==> src/hdl/fsc_map.vh <==
// constants for the feature settings and interrupt coalescing block
// assumes one 200 MHz clock and a plain one-cycle register port
//
// Operation
// - retry time limit is bits 15:0, counted in 100 ms units for time-limited commands
// - a retry time limit of zero means recovery never times out
// - reading a feature returns its currently held attribute fields in dword 0 layout
// - the volatile write cache control feature is always present here
// - cache enable bit 0 set turns the volatile cache on, clear turns it off
// - a cache guaranteed safe on power loss ignores the enable setting
// - allocated queue counts stay fixed until the next reset
// - request bits 31:16 give zero-based completion queue count, admin excluded
// - request bits 15:0 give zero-based submission queue count, admin excluded
// - allocated counts read back zero-based, completion in 31:16, submission in 15:0
// - allocation may be fewer than requested when the device lacks queues
// - coalescing applies only to I/O vectors, never the admin vector
// - completions with an error interrupt at once, without coalescing
// - a completion head doorbell restarts that vector's time and entry count
// - aggregation time bits 15:8 in 100 us steps bounds the interrupt delay
// - aggregation time zero means no delay; it resets to zero
// - one shared 100 us tick drives every vector's own aggregation timer
// - threshold bits 7:0 are a zero-based entry count; it resets to zero
`ifndef FSC_MAP_VH
`define FSC_MAP_VH

// ********************************
// register offsets (byte addresses)
// ********************************
`define FSC_OFS_RECOVERY 8'h00
`define FSC_OFS_CACHE 8'h04
`define FSC_OFS_QUEUES 8'h08
`define FSC_OFS_COALESCE 8'h0c
`define FSC_OFS_STATUS 8'h10

// ********************************
// field positions
// ********************************
`define FSC_RETRY_MSB 15
`define FSC_RETRY_LSB 0
`define FSC_CACHE_EN_BIT 0
`define FSC_CPLQ_MSB 31
`define FSC_CPLQ_LSB 16
`define FSC_SUBQ_MSB 15
`define FSC_SUBQ_LSB 0
`define FSC_TIME_MSB 15
`define FSC_TIME_LSB 8
`define FSC_CNT_MSB 7
`define FSC_CNT_LSB 0

// ********************************
// reset values
// ********************************
`define FSC_RST_RETRY 16'h0000
`define FSC_RST_CACHE_EN 1'b0
`define FSC_RST_TIME 8'h00
`define FSC_RST_CNT 8'h00
`define FSC_MAX_CPLQ 16'h0007
`define FSC_MAX_SUBQ 16'h0007

// ********************************
// timing and vector count
// ********************************
`define FSC_CLK_MHZ 200
`define FSC_STEP_US 100
`define FSC_STEP_CYC (`FSC_STEP_US * `FSC_CLK_MHZ)
`define FSC_RETRY_MS 100
`define FSC_RETRY_STEPS ((`FSC_RETRY_MS * 1000) / `FSC_STEP_US)
`define FSC_NUM_VEC 4

`endif
==> src/hdl/fsc_coal_vec.v <==
// one interrupt vector's coalescing engine
// assumes a one-cycle 100 us tick shared by all vectors
`timescale 1ns/1ps

module fsc_coal_vec (
    // clock and reset
    input wire ref_clk_in,
    input wire rst_in,
    // settings
    input wire bypass_in,
    input wire [7:0] agg_time_in,
    input wire [7:0] aggregation_entry_count_in,
    // events
    input wire tick_in,
    input wire post_in,
    input wire error_in,
    input wire head_db_in,
    // interrupt
    output reg irq_out
);

    // ********************************
    // pending state
    // ********************************
    reg [8:0] pend_cnt;
    reg [7:0] elapsed;
    wire pending;
    wire [8:0] next_cnt;
    wire cnt_hit;
    wire time_hit;
    wire immediate;
    wire fire;

    assign pending = (pend_cnt != 9'h000);
    assign next_cnt = pend_cnt + {8'h00, post_in};
    // threshold is zero based: fire once count exceeds it
    assign cnt_hit = (next_cnt > {1'b0, aggregation_entry_count_in});
    // elapsed counts whole ticks, so the delay never runs past the setting
    assign time_hit = pending & tick_in & ((elapsed + 8'h01) >= agg_time_in);
    assign immediate = post_in & (bypass_in | error_in | (agg_time_in == 8'h00));
    assign fire = immediate | ((pending | post_in) & cnt_hit) | time_hit;

    always @(posedge ref_clk_in) begin
        if (rst_in) begin
            pend_cnt <= 9'h000;
            elapsed <= 8'h00;
            irq_out <= 1'b0;
        end else begin
            irq_out <= fire;
            if (fire) begin
                pend_cnt <= 9'h000;
                elapsed <= 8'h00;
            end else if (head_db_in) begin
                // host is already draining this queue; may delay further
                pend_cnt <= {8'h00, post_in};
                elapsed <= 8'h00;
            end else begin
                pend_cnt <= next_cnt;
                if (pending & tick_in & (elapsed != 8'hff)) begin
                    elapsed <= elapsed + 8'h01;
                end
            end
        end
    end

endmodule // fsc_coal_vec

==> src/hdl/fsc_feature_ctrl.v <==
// feature settings holder: error recovery, write cache, queue count, coalescing
// assumes one clock, synchronous active-high reset, and a plain register port
//
// Our own choices: strobed register access and the register addresses.
`timescale 1ns/1ps
`include "fsc_map.vh"

module fsc_feature_ctrl #(
    parameter STEP_CYC = `FSC_STEP_CYC,
    parameter RETRY_STEPS = `FSC_RETRY_STEPS
) (
    // clock and reset
    input wire ref_clk_in,
    input wire rst_in,
    // register port
    input wire [7:0] reg_addr_in,
    input wire [31:0] reg_wdata_in,
    input wire reg_wr_in,
    input wire reg_rd_in,
    output reg [31:0] reg_rdata_out,
    // write cache
    input wire cache_nonvolatile_in,
    output wire cache_enable_out,
    // error recovery
    input wire recovery_start_in,
    input wire recovery_end_in,
    output wire recovery_active_out,
    output reg recovery_timeout_out,
    // queue allocation
    output wire [15:0] cpl_queues_allocated_out,
    output wire [15:0] sub_queues_allocated_out,
    // completion events and interrupts, vector 0 is admin
    input wire [`FSC_NUM_VEC-1:0] cpl_post_in,
    input wire [`FSC_NUM_VEC-1:0] cpl_error_in,
    input wire [`FSC_NUM_VEC-1:0] cq_head_db_in,
    output wire [`FSC_NUM_VEC-1:0] vec_irq_out
);

    // ********************************
    // held settings
    // ********************************
    reg [15:0] retry_time_limit;
    reg volatile_cache_enable;
    reg [15:0] cpl_queues_allocated;
    reg [15:0] sub_queues_allocated;
    reg queues_fixed;
    reg [7:0] agg_time;
    reg [7:0] aggregation_entry_count;

    wire wr_recovery;
    wire wr_cache;
    wire wr_queues;
    wire wr_coalesce;
    wire [15:0] req_cplq;
    wire [15:0] req_subq;

    assign wr_recovery = reg_wr_in & (reg_addr_in == `FSC_OFS_RECOVERY);
    assign wr_cache = reg_wr_in & (reg_addr_in == `FSC_OFS_CACHE);
    assign wr_queues = reg_wr_in & (reg_addr_in == `FSC_OFS_QUEUES);
    assign wr_coalesce = reg_wr_in & (reg_addr_in == `FSC_OFS_COALESCE);
    assign req_cplq = reg_wdata_in[`FSC_CPLQ_MSB:`FSC_CPLQ_LSB];
    assign req_subq = reg_wdata_in[`FSC_SUBQ_MSB:`FSC_SUBQ_LSB];

    always @(posedge ref_clk_in) begin
        if (rst_in) begin
            retry_time_limit <= `FSC_RST_RETRY;
            volatile_cache_enable <= `FSC_RST_CACHE_EN;
            agg_time <= `FSC_RST_TIME;
            aggregation_entry_count <= `FSC_RST_CNT;
        end else begin
            if (wr_recovery) begin
                retry_time_limit <= reg_wdata_in[`FSC_RETRY_MSB:`FSC_RETRY_LSB];
            end
            if (wr_cache) begin
                volatile_cache_enable <= reg_wdata_in[`FSC_CACHE_EN_BIT];
            end
            if (wr_coalesce) begin
                agg_time <= reg_wdata_in[`FSC_TIME_MSB:`FSC_TIME_LSB];
                aggregation_entry_count <= reg_wdata_in[`FSC_CNT_MSB:`FSC_CNT_LSB];
            end
        end
    end

    // ********************************
    // write cache
    // ********************************
    // a power-safe cache stays on whatever software asks
    assign cache_enable_out = cache_nonvolatile_in | volatile_cache_enable;

    // ********************************
    // queue allocation
    // ********************************
    // the first request after reset fixes the counts; later ones change nothing,
    // since queues may already exist by then
    always @(posedge ref_clk_in) begin
        if (rst_in) begin
            cpl_queues_allocated <= `FSC_MAX_CPLQ;
            sub_queues_allocated <= `FSC_MAX_SUBQ;
            queues_fixed <= 1'b0;
        end else if (wr_queues & ~queues_fixed) begin
            queues_fixed <= 1'b1;
            // zero based, so zero already means one queue
            if (req_cplq > `FSC_MAX_CPLQ) begin
                cpl_queues_allocated <= `FSC_MAX_CPLQ;
            end else begin
                cpl_queues_allocated <= req_cplq;
            end
            if (req_subq > `FSC_MAX_SUBQ) begin
                sub_queues_allocated <= `FSC_MAX_SUBQ;
            end else begin
                sub_queues_allocated <= req_subq;
            end
        end
    end

    assign cpl_queues_allocated_out = cpl_queues_allocated;
    assign sub_queues_allocated_out = sub_queues_allocated;

    // ********************************
    // error recovery timer
    // ********************************
    // own prescaler restarted at each start, so the limit is never cut short
    reg rec_active;
    reg [15:0] rec_limit;
    reg [15:0] rec_units;
    reg [15:0] rec_steps;
    reg [15:0] rec_cyc;
    wire rec_step;
    wire rec_unit;

    assign rec_step = rec_active & (rec_cyc == (STEP_CYC[15:0] - 16'h0001));
    assign rec_unit = rec_step & (rec_steps == (RETRY_STEPS[15:0] - 16'h0001));

    always @(posedge ref_clk_in) begin
        if (rst_in) begin
            rec_active <= 1'b0;
            rec_limit <= 16'h0000;
            rec_units <= 16'h0000;
            rec_steps <= 16'h0000;
            rec_cyc <= 16'h0000;
            recovery_timeout_out <= 1'b0;
        end else begin
            recovery_timeout_out <= 1'b0;
            if (recovery_start_in) begin
                rec_active <= 1'b1;
                rec_limit <= retry_time_limit;
                rec_units <= 16'h0000;
                rec_steps <= 16'h0000;
                rec_cyc <= 16'h0000;
            end else if (recovery_end_in) begin
                rec_active <= 1'b0;
            end else if (rec_active) begin
                if (rec_step) begin
                    rec_cyc <= 16'h0000;
                end else begin
                    rec_cyc <= rec_cyc + 16'h0001;
                end
                if (rec_unit) begin
                    rec_steps <= 16'h0000;
                    rec_units <= rec_units + 16'h0001;
                    // zero limit: keep retrying without end
                    if ((rec_limit != 16'h0000) && ((rec_units + 16'h0001) == rec_limit)) begin
                        rec_active <= 1'b0;
                        recovery_timeout_out <= 1'b1;
                    end
                end else if (rec_step) begin
                    rec_steps <= rec_steps + 16'h0001;
                end
            end
        end
    end

    assign recovery_active_out = rec_active;

    // ********************************
    // shared aggregation tick
    // ********************************
    reg [15:0] tick_cyc;
    reg agg_tick;

    always @(posedge ref_clk_in) begin
        if (rst_in) begin
            tick_cyc <= 16'h0000;
            agg_tick <= 1'b0;
        end else if (tick_cyc == (STEP_CYC[15:0] - 16'h0001)) begin
            tick_cyc <= 16'h0000;
            agg_tick <= 1'b1;
        end else begin
            tick_cyc <= tick_cyc + 16'h0001;
            agg_tick <= 1'b0;
        end
    end

    // ********************************
    // per-vector coalescing
    // ********************************
    genvar v;
    generate
        for (v = 0; v < `FSC_NUM_VEC; v = v + 1) begin : g_vec
            fsc_coal_vec u_vec (
                .ref_clk_in(ref_clk_in),
                .rst_in(rst_in),
                .bypass_in(v == 0),
                .agg_time_in(agg_time),
                .aggregation_entry_count_in(aggregation_entry_count),
                .tick_in(agg_tick),
                .post_in(cpl_post_in[v]),
                .error_in(cpl_error_in[v]),
                .head_db_in(cq_head_db_in[v]),
                .irq_out(vec_irq_out[v])
            );
        end
    endgenerate

    // ********************************
    // register reads
    // ********************************
    reg [31:0] next_rdata;

    always @* begin
        next_rdata = 32'h0000_0000;
        case (reg_addr_in)
            `FSC_OFS_RECOVERY: begin
                next_rdata[`FSC_RETRY_MSB:`FSC_RETRY_LSB] = retry_time_limit;
            end
            `FSC_OFS_CACHE: begin
                next_rdata[`FSC_CACHE_EN_BIT] = volatile_cache_enable;
            end
            `FSC_OFS_QUEUES: begin
                next_rdata[`FSC_CPLQ_MSB:`FSC_CPLQ_LSB] = cpl_queues_allocated;
                next_rdata[`FSC_SUBQ_MSB:`FSC_SUBQ_LSB] = sub_queues_allocated;
            end
            `FSC_OFS_COALESCE: begin
                next_rdata[`FSC_TIME_MSB:`FSC_TIME_LSB] = agg_time;
                next_rdata[`FSC_CNT_MSB:`FSC_CNT_LSB] = aggregation_entry_count;
            end
            `FSC_OFS_STATUS: begin
                next_rdata[0] = cache_enable_out;
                next_rdata[1] = queues_fixed;
                next_rdata[2] = rec_active;
                next_rdata[3] = cache_nonvolatile_in;
            end
            default: begin
                next_rdata = 32'h0000_0000;
            end
        endcase
    end

    // data stand only in the cycle after the read strobe
    always @(posedge ref_clk_in) begin
        if (rst_in) begin
            reg_rdata_out <= 32'h0000_0000;
        end else if (reg_rd_in) begin
            reg_rdata_out <= next_rdata;
        end else begin
            reg_rdata_out <= 32'h0000_0000;
        end
    end

endmodule // fsc_feature_ctrl

==> config.mk <==
export PLATFORM = sky130hd
export DESIGN_NAME = fsc_feature_ctrl
export DESIGN_NICKNAME = d
export VERILOG_FILES = /design/src/hdl/fsc_coal_vec.v /design/src/hdl/fsc_feature_ctrl.v
export VERILOG_INCLUDE_DIRS = /design/src /design/src/hdl
export SDC_FILE = /design/constraint.sdc
export NUM_CORES = 1
export LEC_CHECK = 0
export ABC_AREA = 1
export BUFFER_PORTS_ARGS = -buffer_cell sky130_fd_sc_hd__buf_2
export CORE_ASPECT_RATIO = 1.25
export CORE_MARGIN = 1
export CORE_UTILIZATION = 47
export DETAILED_ROUTE_END_ITERATION = 8
export GPL_TIMING_DRIVEN = 0
export PLACE_DENSITY = 0.66
export SYNTH_ARGS = -nofsm -noshare
export SYNTH_HDL_FRONTEND = slang
export SYNTH_SLANG_ARGS = --single-unit
export TNS_END_PERCENT = 30
==> constraint.sdc <==
create_clock -name ref_clk_in -period 3.4 [get_ports ref_clk_in]
set_clock_uncertainty 0.2 [all_clocks]
set_input_delay 0.34 -clock ref_clk_in [delete_from_list [all_inputs] [get_ports ref_clk_in]]
set_output_delay 0.34 -clock ref_clk_in [all_outputs]
set_load 0.02 [all_outputs]
# Word-level counts from Yosys, hierarchy flattened
# Index checks and enable logic that the tools add are counted.
[classes]
n_lt_le_gt_ge = 10
mux = 19
reduce_logical = 25
bitwise_logic = 48
eq_ne = 12
addsub = 12
[ops]
columns = ["cell", "n"]
rows = [
  ["$mux W16", 5],
  ["$add A16 B1 Y16 const B", 4],
  ["$add A9 B1 Y9", 4],
  ["$gt A9 B8 Y1", 4],
  ["$pmux W12 S3", 1],
  ["$reduce_bool A9 Y1", 4],
  ["$add A8 B1 Y8 const B", 4],
  ["$eq A16 B15 Y1 const B", 2],
  ["$ge A8 B8 Y1", 4],
  ["$gt A16 B3 Y1 const B", 2],
  ["$ne A8 B8 Y1 const B", 4],
  ["$and A1 B1 Y1", 26],
  ["$eq A16 B10 Y1 const B", 1],
  ["$eq A16 B16 Y1", 1],
  ["$eq A8 B4 Y1 const B", 2],
  ["$logic_not A8 Y1", 2],
  ["$or A1 B1 Y1", 16],
  ["$reduce_bool A16 Y1", 1],
  ["$reduce_or A3 Y1", 5],
  ["$reduce_or A2 Y1", 7],
  ["$pmux W3 S4", 1],
  ["$mux W1", 11],
  ["$eq A8 B3 Y1 const B", 1],
  ["$eq A8 B5 Y1 const B", 1],
  ["7 further kinds", 13],
]
[word_totals]
input_bits = 59
regBits = 253
elab_cells = 159
output_inout_bits = 71

# Logic depth before layout (Yosys ltp)
# Gate-level depths: netlist of run 1.
[logic_depth]
depth_word = 8
mapped_depth = 20
mapped_depth_nobuf = 19

# Modules after synthesis
# Synthesis of run 1 repeated with hierarchy kept, for this count alone.
[unflattened]
cells_unflattened = 1929
area_unflattened_um2 = 13830.8
[by_module_without_submodules]
columns = ["mod", "instances", "area_each_um2", "cells_per_inst", "seq_area_each_um2"]
rows = [
  ["fsc_feature_ctrl", 1, 7895.1, 1081, 3623.5],
  ["fsc_coal_vec", 4, 1483.9, 212, 360.3],
]

# Worst setup path before layout of run 1
# No wires, ideal clock.
[synth_path]
kind = "input-to-reg"
startpoint = "input port cpl_post_in[2]"
endpoint = "register g_vec[2].u_vec.elapsed[6]"
stages = 16
arrival_ns = 2.404
setup_slack_ns = 0.726
setup_time_ns = 0.070
t_required_ns = 3.130
n_path_buf = 1
path_cell_list = "ha_1 ha_1 nand2_1 nor2_1 a31o_2 nand2_1 inv_1 ha_1 nand2_1 nor2_1 nand4_1 a21boi_0 o22ai_1 nand4_1 buf_2 a21oi_1"
[synth_between]
elab_chain_cells = 6
word_cells_on_any_way = 8
classes_between = "add/sub (1); order compare (1); bitwise (5); reduce/logical (1)"
[synth_rtl]
columns = ["item", "line_no", "source"]
rows = [
  ["from (decl)", "fsc_feature_ctrl.v:33", "input wire [`FSC_NUM_VEC-1:0] cpl_post_in,"],
  ["$add A9 B1 Y9", "fsc_coal_vec.v:35", "assign next_cnt = pend_cnt + {8'h00, post_in};"],
  ["named net g_vec[2].u_vec.next_cnt[6]", "fsc_coal_vec.v:28", "wire [8:0] next_cnt;"],
  ["$gt A9 B8 Y1", "fsc_coal_vec.v:37", "assign cnt_hit = (next_cnt > {1'b0, aggregation_entry_count_in});"],
  ["$and A1 B1 Y1", "fsc_coal_vec.v:41", "assign fire = immediate | ((pending | post_in) & cnt_hit) | time_hit;"],
  ["$or A1 B1 Y1 (2 in series)", "fsc_coal_vec.v:41", ""],
  ["$reduce_or A3 Y1 (no source line)", "n/a", ""],
  ["to (signal assigned)", "fsc_coal_vec.v:60", "elapsed <= elapsed + 8'h01;"],
  ["to (decl)", "fsc_coal_vec.v:26", "reg [7:0] elapsed;"],
]
# The timed path passes the listed nets, and every way through them passes these cells.
# A chain may end at the register's enable or synchronous reset.

# Worst setup path after layout of run 1
[layout_path]
startpoint = "input port cpl_post_in[1]"
endpoint = "register g_vec[1].u_vec.pend_cnt[0]"
[layout_between]
elab_chain_cells = 6
word_cells_on_any_way = 9
classes_between = "add/sub (1); order compare (1); mux (1); bitwise (5); reduce/logical (1)"
[layout_rtl]
columns = ["item", "line_no", "source"]
rows = [
  ["$add A9 B1 Y9", "fsc_coal_vec.v:35", ""],
  ["named net g_vec[1].u_vec.next_cnt[4]", "fsc_coal_vec.v:28", ""],
  ["$gt A9 B8 Y1", "fsc_coal_vec.v:37", ""],
  ["$and A1 B1 Y1", "fsc_coal_vec.v:41", ""],
  ["$or A1 B1 Y1 (2 in series)", "fsc_coal_vec.v:41", ""],
  ["$reduce_or A2 Y1 (no source line)", "n/a", ""],
  ["to (signal assigned)", "fsc_coal_vec.v:55", "pend_cnt <= {8'h00, post_in};"],
  ["to (signal assigned)", "fsc_coal_vec.v:58", "pend_cnt <= next_cnt;"],
  ["to (decl)", "fsc_coal_vec.v:25", "reg [8:0] pend_cnt;"],
]
# The timed path passes the listed nets, and every way through them passes these cells.

==> results of run 1 <==
[cell families (layout without fill, tap and decap cells)]
kind of cell	after synthesis	after routing
AND/OR/NAND/NOR	711	711
buffers and inverters	336	549
AO/OA/AOI/OAI	304	304
flip-flops	253	253
adder cells (fa/ha/maj)	84	84
XOR/XNOR	56	56
other	1	5
[layout by cell type (no fill, tap or decap), types with 6 or more instances in the layout]
cell type      synthesis  layout
inv_1                283     283
nand2_1              278     278
dfxtp_1              253     253
nor2_1               188     187
a21oi_1              156     155
buf_2                 18     145
o21ai_0               93      90
nand3_1               88      85
ha_1                  84      81
xor2_1                51      49
nand4_1               48      48
dlygate4sd3_1          0      36
nor3_1                31      30
clkbuf_16              0      27
clkbuf_1              14      22
o22ai_1               21      21
nor4_1                17      17
buf_4                  7      12
inv_2                 10      10
nor2_2                 8       9
nand3b_1               8       8
or2_2                  7       7
nor3_2                 6       7
nand2_2                7       7
nor2_4                 7       7
o21a_1                 6       6
o221ai_1               6       6
[Yosys cell counts, types with 3 or more instances]
library cell  count  area (sq um)
nor2_4            7         78.83
nand3_1          88         440.4
a31o_2            3         26.28
buf_4             7         52.55
nand3b_1          8         60.06
o21a_1            6         45.04
o221ai_1          6         52.55
ha_1             84          1051
inv_1           283          1062
nand2_1         278          1044
clkbuf_1         14         52.55
nor3_1           31         155.2
o31ai_1           3         22.52
nor3_2            6         60.06
nor2_1          188         705.7
buf_1             3         11.26
a211oi_1          3         22.52
or2_2             7         43.79
o22ai_1          21         131.4
and3_1            3         18.77
xor2_1           51         446.7
nor4_1           17         106.4
nand4_1          48         300.3
o21ai_0          93         465.5
nor3b_1           4         30.03
a21oi_1         156         780.8
dfxtp_1         253          5065
xnor2_1           5         43.79
nand2_2           7         43.79
nor2_2            8         50.05
inv_2            10         37.54
buf_2            18         90.09
[final cells by class]
| cell class | instances | area (sq um) | area share (%) |
|---|---|---|---|
| sequential | 253 | 5065 | 33.27 |
| tap | 345 | 431.7 | 2.835 |
| clock inverter | 5 | 75.07 | 0.4931 |
| inverter | 294 | 1104 | 7.249 |
| multi-input combinational | 1159 | 6533 | 42.91 |
| clock buffer | 40 | 774.5 | 5.087 |
| antenna | 1 | 2.502 | 0.01644 |
| buffer | 42 | 206.4 | 1.356 |
| timing repair buffer | 168 | 1033 | 6.788 |
[metal layers]
layer	global-route usage (%)	up-vias	wire length, microns
li1	-	6103	-
met1	29.91	5436	14570
met2	44.39	295	17090
met3	3.570	81	1999
met4	10.61	0	1386
met5	0	-	0
[worst max-delay path by stage]
stage / start / end / slack (ps) / cells past startpoint
CTS: cpl_post_in[1] / g_vec[1].u_vec.pend_cnt[0]$_SDFF_PP0_ / 50 / 18
finish: cpl_post_in[1] / g_vec[1].u_vec.pend_cnt[0]$_SDFF_PP0_ / 150 / 18
detailed placement: cpl_post_in[1] / g_vec[1].u_vec.elapsed[6]$_SDFFE_PP0P_ / 90 / 17
global route: cpl_post_in[1] / g_vec[1].u_vec.pend_cnt[0]$_SDFF_PP0_ / -30 / 18
floorplan: cpl_post_in[2] / g_vec[2].u_vec.elapsed[6]$_SDFFE_PP0P_ / 730 / 16
global placement: cpl_post_in[1] / g_vec[1].u_vec.elapsed[6]$_SDFFE_PP0P_ / 140 / 17
[worst max-delay path, cell delays in order]
cell and delay [ps]:
dlygate4sd3_1 530, buf_4 160, ha_1 210, ha_2 190
nand3_2 100, xor2_2 160, inv_1 70, ha_1 300
a21oi_1 170, o21ai_1 70, nand2_1 70, nand3b_1 80
o31ai_1 100, nand2_1 120, o21ai_2 90, nand3_2 110
nor3_2 100, dlygate4sd3_1 550
[power by group]
part / switching (W) / leakage [nW] / internal, W
clock: 0.00117 / 0.418 / 0.00171
sequential: 0.0000167 / 2.04 / 0.00299
combinational: 0.000181 / 4.35 / 0.000122
[per-stage QoR]
stage,area (sq um),utilization (%)
6_report,15220,56.75
4_1_cts,15130,56.39
3_3_place_gp,13920,51.88
3_5_place_dp,13920,51.88
5_1_grt,15220,56.74
2_1_floorplan,12840,-
[what timing repair did]
item | CTS | global route
resized for setup | 0 | 16
setup buffers | 0 | 4
hold endpoints to repair | 46 | 0
hold buffers | 36 | 0
endpoints found under the setup margin | 0 | 22
==> results.sh, run 1 <==
export IMPL_status="finished, final reports clean"
export IMPL_nFillCells=2562
export IMPL_portBuffers=128
export IMPL_clk_latency_ps=530
export IMPL_row_count=67
export IMPL_drv_slew=0
export IMPL_synth_edf_count=0
export IMPL_ff2ff_path_depth=16
export IMPL_dr_total_vias=11915
export IMPL_ir_drop_v=0.0003353
export IMPL_grt_setup_unrepaired="true"
export IMPL_dieWidth_microns=149.8
export IMPL_max_cap_violations=0
export IMPL_drive_gt1_share_pct=13.46
export IMPL_power_total_w=0.006178
export IMPL_synth_top_family_by_area="simple AND/OR/NAND/NOR gates"
export IMPL_path_class="in2reg"
export IMPL_max_freq_ghz=0.3080
export IMPL_cts_tree="done"
export IMPL_synth_warnings=0
export IMPL_drt_first_pass_iters=5
export IMPL_critPathLaunchType="input pin"
export IMPL_largestRegisters="g_vec.u_vec.pend_cnt: 36 flops, g_vec.u_vec.elapsed: 32 flops, reg_rdata_out: 32 flops"
export IMPL_syn_instance_count=1745
export IMPL_layout_cells_non_filler=2307
export IMPL_grt_pass1_vias=11392
export IMPL_dp_hpwl_microns=26500
export IMPL_holdWs_ps=32.76
export IMPL_worstMarginPinSlew_ps=987.8
export IMPL_synth_cell_types=50
export IMPL_clockBufferDepth=3
export IMPL_hold_path_class="in2reg"
export IMPL_antenna_found_initial=1
export IMPL_htreeDepth=1
export IMPL_ys_async_sr_fraction_pct=0
export IMPL_r2r_start="g_vec[1].u_vec.pend_cnt[0]$_SDFF_PP0_"
export IMPL_dp_cells=2221
export IMPL_grt_usage_pct=25.11
export IMPL_yosys_area_share_simple_pct=25.45
export IMPL_path_clk_slew_ps=60
export IMPL_die_area_sq_um=27980
export IMPL_synth_xor_area_share_pct=3.822
export IMPL_required_ps=3680
export IMPL_wl_microns=35040
export IMPL_initial_core_util_pct=47.84
export IMPL_rr_endpoint="g_vec[1].u_vec.pend_cnt[0]$_SDFF_PP0_"
export IMPL_die_h_microns=186.8
export IMPL_synth_top_flop_cell="dfxtp_1"
export IMPL_globalRouteOverflowTotal=0
export IMPL_holdPathStages=5
export IMPL_ant_nets=0
export IMPL_fin_setup_tns_ps=0
export IMPL_clock_sinks=253
export IMPL_via_per_inst=5.165
export IMPL_relSlewSlack_pct=34.15
export IMPL_worstHoldEndpoint="reg_rdata_out[3]$_SDFF_PP0_"
export IMPL_synth_compound_area_share_pct=12.84
export IMPL_drc_errors=0
export IMPL_power_density_nw_per_um2=405.8
export IMPL_report_final_hold_viol_count=0
export IMPL_wire_per_inst_microns=15.19
export IMPL_hold_start="cache_nonvolatile_in"
export IMPL_syn_avg_cell_area_sq_um=7.354
export IMPL_seq_area_frac_synth_pct=39.47
export IMPL_synthMuxAreaShare_pct=0
export IMPL_core_region_area_sq_um=26830
export IMPL_end_kind="register"
export IMPL_numCtsBuffers=26
export IMPL_cp_arrival_ps=3530
export IMPL_grt_pass1_wl_microns=55990
export IMPL_path_max_fanout=5
export IMPL_synth_adder_area_share_pct=8.190
export IMPL_area_growth_pct=18.63
export IMPL_post_place_ws_ps=87.44
export IMPL_gp_congestion=0.9199
export IMPL_grt_max_degree=14
export IMPL_fin_crit_sh_pct=95.49
export IMPL_pin_count=130
export IMPL_final_nets=2087
export IMPL_leakagePower_nw=6.811
export IMPL_setup_violations=0
export IMPL_worst_slack_ps=153.4
export IMPL_largest_reg_flops=36
export IMPL_worst_r2r_setup_slack_ps=270
export IMPL_syn_area_sq_um=12830
export IMPL_regMostFlops="g_vec.u_vec.pend_cnt"
export IMPL_ys_ff_latch=253
export IMPL_root_buffer="clkbuf_16"
export IMPL_min_period_ps=3247
export IMPL_drt_initial_drc_count=646
(Power assumes the default switching activity.)
==> inputs of run 2 (changes only) <==
--- a/config.mk
+++ b/config.mk
@@ -13,7 +13,7 @@
 export CORE_UTILIZATION = 47
 export DETAILED_ROUTE_END_ITERATION = 8
 export GPL_TIMING_DRIVEN = 0
-export PLACE_DENSITY = 0.66
+export PLACE_DENSITY_LB_ADDON = 0.12
 export SYNTH_ARGS = -nofsm -noshare
 export SYNTH_HDL_FRONTEND = slang
 export SYNTH_SLANG_ARGS = --single-unit
==> run 2 against run 1 <==
The run now ends with DRC left. Clock power rose by 16%. Core utilization is 0.34 points higher. Critical path type is now reg2reg. Maximum frequency rose by 2.4%. Worst setup slack gained 77 ps. Final area increased by 0.60%. Global-route usage grew 0.20 points. Routed wire length about the same. Register-to-register slack got worse by 40 ps.
==> results.sh, run 2 (synthesis results as in run 1) <==
export IMPL_status="finished with violations"
export IMPL_violations="DRC"
export IMPL_root_buffer="clkbuf_16"
export IMPL_drive_gt1_share_pct=13.24
export IMPL_setup_violations=0
export IMPL_ant_nets=0
export IMPL_largest_reg_flops=36
export IMPL_pin_count=130
export IMPL_grt_usage_pct=25.31
export IMPL_dpl_instance_area_sq_um=13920
export IMPL_dieWidth_microns=149.8
export IMPL_post_cts_resized=0
export IMPL_max_freq_ghz=0.3155
export IMPL_drt_initial_drc_count=628
export IMPL_power_density_nw_per_um2=433.6
export IMPL_dp_cells=2221
export IMPL_postLayoutCellArea_sq_um=15320
export IMPL_antenna_found_initial=0
export IMPL_cts_tree="done"
export IMPL_fin_util_pct=57.09
export IMPL_hold_path_class="in2reg"
export IMPL_layout_commonest_cell="inv_1"
export IMPL_max_cap_violations=0
export IMPL_worstMarginPinSlew_ps=977.2
export IMPL_clock_sinks=253
export IMPL_post_place_ws_ps=74.11
export IMPL_core_region_area_sq_um=26830
export IMPL_grt_setup_unrepaired="true"
export IMPL_required_ps=3680
export IMPL_largestRegisters="g_vec.u_vec.pend_cnt: 36 flops, g_vec.u_vec.elapsed: 32 flops, reg_rdata_out: 32 flops"
export IMPL_via_per_inst=5.143
export IMPL_final_cell_mix="inv_1, nand2_1, dfxtp_1"
export IMPL_grt_pass1_wl_microns=55970
export IMPL_grt_max_degree=15
export IMPL_die_h_microns=186.8
export IMPL_fin_crit_sh_pct=93.23
export IMPL_initial_core_util_pct=47.84
export IMPL_layout_cells_non_filler=2309
export IMPL_wl_microns=35080
export IMPL_final_nets=2086
export IMPL_globalRouteOverflowTotal=0
export IMPL_report_final_hold_viol_count=0
export IMPL_area_growth_pct=19.34
export IMPL_drt_first_pass_iters=7
export IMPL_gp_congestion=0.9147
export IMPL_row_count=67
export IMPL_worst_r2r_setup_slack_ps=230
export IMPL_htreeDepth=1
export IMPL_path_max_fanout=10
export IMPL_dr_total_vias=11875
export IMPL_drc_errors=1
export IMPL_drv_slew=0
export IMPL_cp_arrival_ps=3450
export IMPL_worst_slack_ps=230.3
export IMPL_power_total_w=0.006640
export IMPL_clk_latency_ps=540
export IMPL_ir_drop_v=0.0003422
export IMPL_regMostFlops="g_vec.u_vec.pend_cnt"
export IMPL_nFillCells=2559
export IMPL_critPathLaunchType="register"
export IMPL_path_class="reg2reg"
export IMPL_seq_area_sq_um=5065
export IMPL_path_clk_slew_ps=60
export IMPL_portBuffers=128
export IMPL_grt_pass1_vias=11189
export IMPL_numCtsBuffers=27
export IMPL_min_period_ps=3170
export IMPL_antennaDiodeCount=0
export IMPL_die_area_sq_um=27980
export IMPL_end_kind="register"
export IMPL_relSlewSlack_pct=34.85
export IMPL_multiInputGateArea_sq_um=6470
export IMPL_wire_per_inst_microns=15.19
export IMPL_clockBufferDepth=3
export IMPL_dp_hpwl_microns=26560
export IMPL_leakagePower_nw=6.875
-- run 2: cell count changes in the layout (fill, tap and decap cells not counted), sizes merged --
cell,change
bufinv,+5
clkbuf,-7
diode,-1
dlygate4sd3,+1
buf,-3
clkinv,+1
inv,+3
clkinvlp,+3
-- run 2: metal layers --
layer  wire length [microns]  vias to the layer above  global-route usage [%]
li1                        -                     6079                       -
met2                   17400                      285                   45.28
met5                       0                        -                       0
met3                    1772                       91                   3.472
met1                   14390                     5420                   29.72
met4                    1512                        0                   10.80
-- run 2: report_power, final --
| part | internal (W) | switching [W] | total [W] |
|---|---|---|---|
| clock | 0.00208 | 0.00125 | 0.00334 |
| combinational | 0.000120 | 0.000180 | 0.000301 |
| sequential | 0.00299 | 0.0000168 | 0.00300 |
-- run 2: worst max-delay path, stage by stage, from the launching register on --
cell	delay (ps)
dfxtp_1	370
ha_1	160
nand3_1	90
nor2_1	190
nand4_1	130
xor2_1	220
inv_1	70
ha_1	310
and3_1	170
nand4_1	90
nand3b_1	80
o31ai_1	90
nand2_1	70
o21ai_0	120
nand4_1	320
buf_2	310
a21oi_1	130
-- run 2: final cells by class --
type	instances	share of cell area, %
Buffer	42	1.348
Sequential cell	253	33.07
Tap cell	345	2.818
Inverter	294	7.205
Clock inverter	17	1.846
Clock buffer	33	4.820
Timing Repair Buffer	166	6.650
Multi-Input combinational cell	1159	42.24
-- run 2: path summary, 6_finish.rpt --
kind / end / from / cells past startpoint
max: g_vec[1].u_vec.elapsed[6]$_SDFFE_PP0P_ / g_vec[1].u_vec.pend_cnt[0]$_SDFF_PP0_ / 16
min: g_vec[1].u_vec.pend_cnt[0]$_SDFF_PP0_ / cpl_error_in[1] / 4
max reg2reg: g_vec[1].u_vec.elapsed[6]$_SDFFE_PP0P_ / g_vec[1].u_vec.pend_cnt[0]$_SDFF_PP0_ / 16
min reg2reg: reg_rdata_out[18]$_SDFF_PP0_ / cpl_queues_allocated_out[2]$_SDFFE_PP1P_ / 2
-- run 2: timing repair --
item / CTS / global route
setup buffers: 0 / 1
setup endpoints to repair: 0 / 13
hold buffers: 37 / 0
hold endpoints to repair: 58 / 0
-- run 2: through the flow --
stage                     hold WS [ps]  TNS (ps)
final                            10.96         0
after global routing             30.20    -65.60
after CTS                        5.222         0
after detailed placement         233.7         0
after global placement           231.1         0
after floorplan                  217.5         0
==> inputs of run 3 (changes only) <==
--- a/config.mk
+++ b/config.mk
@@ -13,6 +13,7 @@
 export CORE_UTILIZATION = 47
 export DETAILED_ROUTE_END_ITERATION = 8
 export GPL_TIMING_DRIVEN = 0
+export MAX_ROUTING_LAYER = met4
 export PLACE_DENSITY_LB_ADDON = 0.12
 export SYNTH_ARGS = -nofsm -noshare
 export SYNTH_HDL_FRONTEND = slang
==> run 3 against run 2 <==
Cell count did not move. Routed wire length about the same. Hold slack worse by 1.4 ps. Die area is the same. Final area stayed put. Critical endpoint unchanged. Via count up 0.20%. Register-to-register slack about the same. Flip-flop and latch count unchanged. The flow now finishes without violations. Sequential power is essentially flat. Total power barely moved. Core utilization did not move. Sequential share of layout area unchanged.
==> results.sh, run 3 (synthesis results as in run 1) <==
export IMPL_core_region_area_sq_um=26830
export IMPL_drt_initial_drc_count=658
export IMPL_ant_nets=0
export IMPL_cp_arrival_ps=3460
export IMPL_path_clk_slew_ps=70
export IMPL_globalRouteOverflowTotal=0
export IMPL_drive_gt1_share_pct=13.24
export IMPL_path_max_fanout=10
export IMPL_nFillCells=2559
export IMPL_max_freq_ghz=0.3148
export IMPL_pin_count=130
export IMPL_dp_hpwl_microns=26560
export IMPL_worstMarginPinSlew_ps=974.7
export IMPL_status="finished, final reports clean"
export IMPL_drv_slew=0
export IMPL_largest_reg_flops=36
export IMPL_die_h_microns=186.8
export IMPL_layout_commonest_cell="inv_1"
export IMPL_min_period_ps=3177
export IMPL_wl_microns=35070
export IMPL_hold_path_class="in2reg"
export IMPL_required_ps=3680
export IMPL_numCtsBuffers=27
export IMPL_grt_max_degree=15
export IMPL_dr_total_vias=11899
export IMPL_max_cap_violations=0
export IMPL_relSlewSlack_pct=35.02
export IMPL_clockBufferDepth=3
export IMPL_fin_crit_sh_pct=93.43
export IMPL_final_nets=2086
export IMPL_die_area_sq_um=27980
export IMPL_path_class="reg2reg"
export IMPL_grt_usage_pct=26.08
export IMPL_grt_pass1_vias=11176
export IMPL_critPathLaunchType="register"
export IMPL_postLayoutCellArea_sq_um=15320
export IMPL_gp_congestion=0.9306
export IMPL_clock_sinks=253
export IMPL_report_final_hold_viol_count=0
export IMPL_end_kind="register"
export IMPL_fin_util_pct=57.09
export IMPL_drc_errors=0
export IMPL_dpl_instance_area_sq_um=13920
export IMPL_area_growth_pct=19.34
export IMPL_power_density_nw_per_um2=433.6
export IMPL_initial_core_util_pct=47.84
export IMPL_clk_latency_ps=540
export IMPL_cts_tree="done"
export IMPL_post_cts_resized=0
export IMPL_antenna_found_initial=0
export IMPL_largestRegisters="g_vec.u_vec.pend_cnt: 36 flops, g_vec.u_vec.elapsed: 32 flops, reg_rdata_out: 32 flops"
export IMPL_via_per_inst=5.153
export IMPL_grt_pass1_wl_microns=56010
export IMPL_grt_setup_unrepaired="true"
export IMPL_portBuffers=128
export IMPL_final_cell_mix="inv_1, nand2_1, dfxtp_1"
export IMPL_row_count=67
export IMPL_drt_first_pass_iters=6
export IMPL_root_buffer="clkbuf_16"
export IMPL_htreeDepth=1
export IMPL_leakagePower_nw=6.875
export IMPL_regMostFlops="g_vec.u_vec.pend_cnt"
export IMPL_ir_drop_v=0.0003423
export IMPL_antennaDiodeCount=0
export IMPL_setup_violations=0
export IMPL_wire_per_inst_microns=15.19
export IMPL_dieWidth_microns=149.8
==> run 3: cell type report <==
type	instances	area [sq um]	share of cell area (%)
buffer	42	206.4	1.348
clock buffer	33	738.2	4.820
clock inverter	17	282.8	1.846
inverter	294	1104	7.205
multi-input combinational	1159	6470	42.24
sequential	253	5065	33.07
tap	345	431.7	2.818
timing repair buffer	166	1018	6.650
==> run 3: path summary, 6_finish.rpt <==
| kind | from | to | slack (ps) | cells after the start |
|---|---|---|---|---|
| worst max-delay path | g_vec[1].u_vec.pend_cnt[0]$_SDFF_PP0_ | g_vec[1].u_vec.elapsed[6]$_SDFFE_PP0P_ | 220 | 16 |
| worst min-delay path | cpl_error_in[1] | g_vec[1].u_vec.pend_cnt[0]$_SDFF_PP0_ | 10 | 4 |
| worst max register to register | g_vec[1].u_vec.pend_cnt[0]$_SDFF_PP0_ | g_vec[1].u_vec.elapsed[6]$_SDFFE_PP0P_ | 220 | 16 |
| worst min register to register | cpl_queues_allocated_out[2]$_SDFFE_PP1P_ | reg_rdata_out[18]$_SDFF_PP0_ | 240 | 2 |
==> run 3: power breakdown <==
| group | internal [W] | leakage (nW) | switching (W) |
|---|---|---|---|
| combinational | 0.000120 | 4.34 | 0.000180 |
| clock | 0.00208 | 0.493 | 0.00125 |
| sequential | 0.00299 | 2.04 | 0.0000169 |
| total | 0.00519 | 6.87 | 0.00145 |
==> run 3: stage by stage <==
stage	worst slack, ps	total power (W)	hold WS [ps]	std cells	setup TNS (ps)
final	223.3	0.006641	9.571	2309	0
after global routing	-46.65	0.006857	30.20	2309	-65.31
after CTS	223.7	0.006694	5.222	2308	0
after detailed placement	74.11	0.003336	233.7	2221	0
after global placement	118.9	0.003334	231.1	2221	0
after floorplan	726.1	0.003223	217.5	1748	0
==> run 3: layer usage <==
layer  vias up  part of all wire, %  GRT usage, %
met1      5438                   41         29.78
met3        96                  4.9         3.472
li1       6078                    -             -
met5         -                    0             -
met4         0                  4.4         10.76
met2       287                   49         45.28
==> run 3: what timing repair did <==
action | in CTS | in global routing
endpoints found under the setup margin | 0 | 13
buffers inserted | 0 | 1
hold endpoints to repair | 58 | 0
hold buffers | 37 | 0
==> run 3: worst max-delay path, cell delays in order, from the launching register on <==
cell and delay (ps):
dfxtp_1 370, ha_1 160, nand3_1 90, nor2_1 200, nand4_1 130, xor2_1 220
inv_1 70, ha_1 310, and3_1 170, nand4_1 90, nand3b_1 80, o31ai_1 90
nand2_1 70, o21ai_0 110, nand4_1 310, buf_2 310, a21oi_1 130
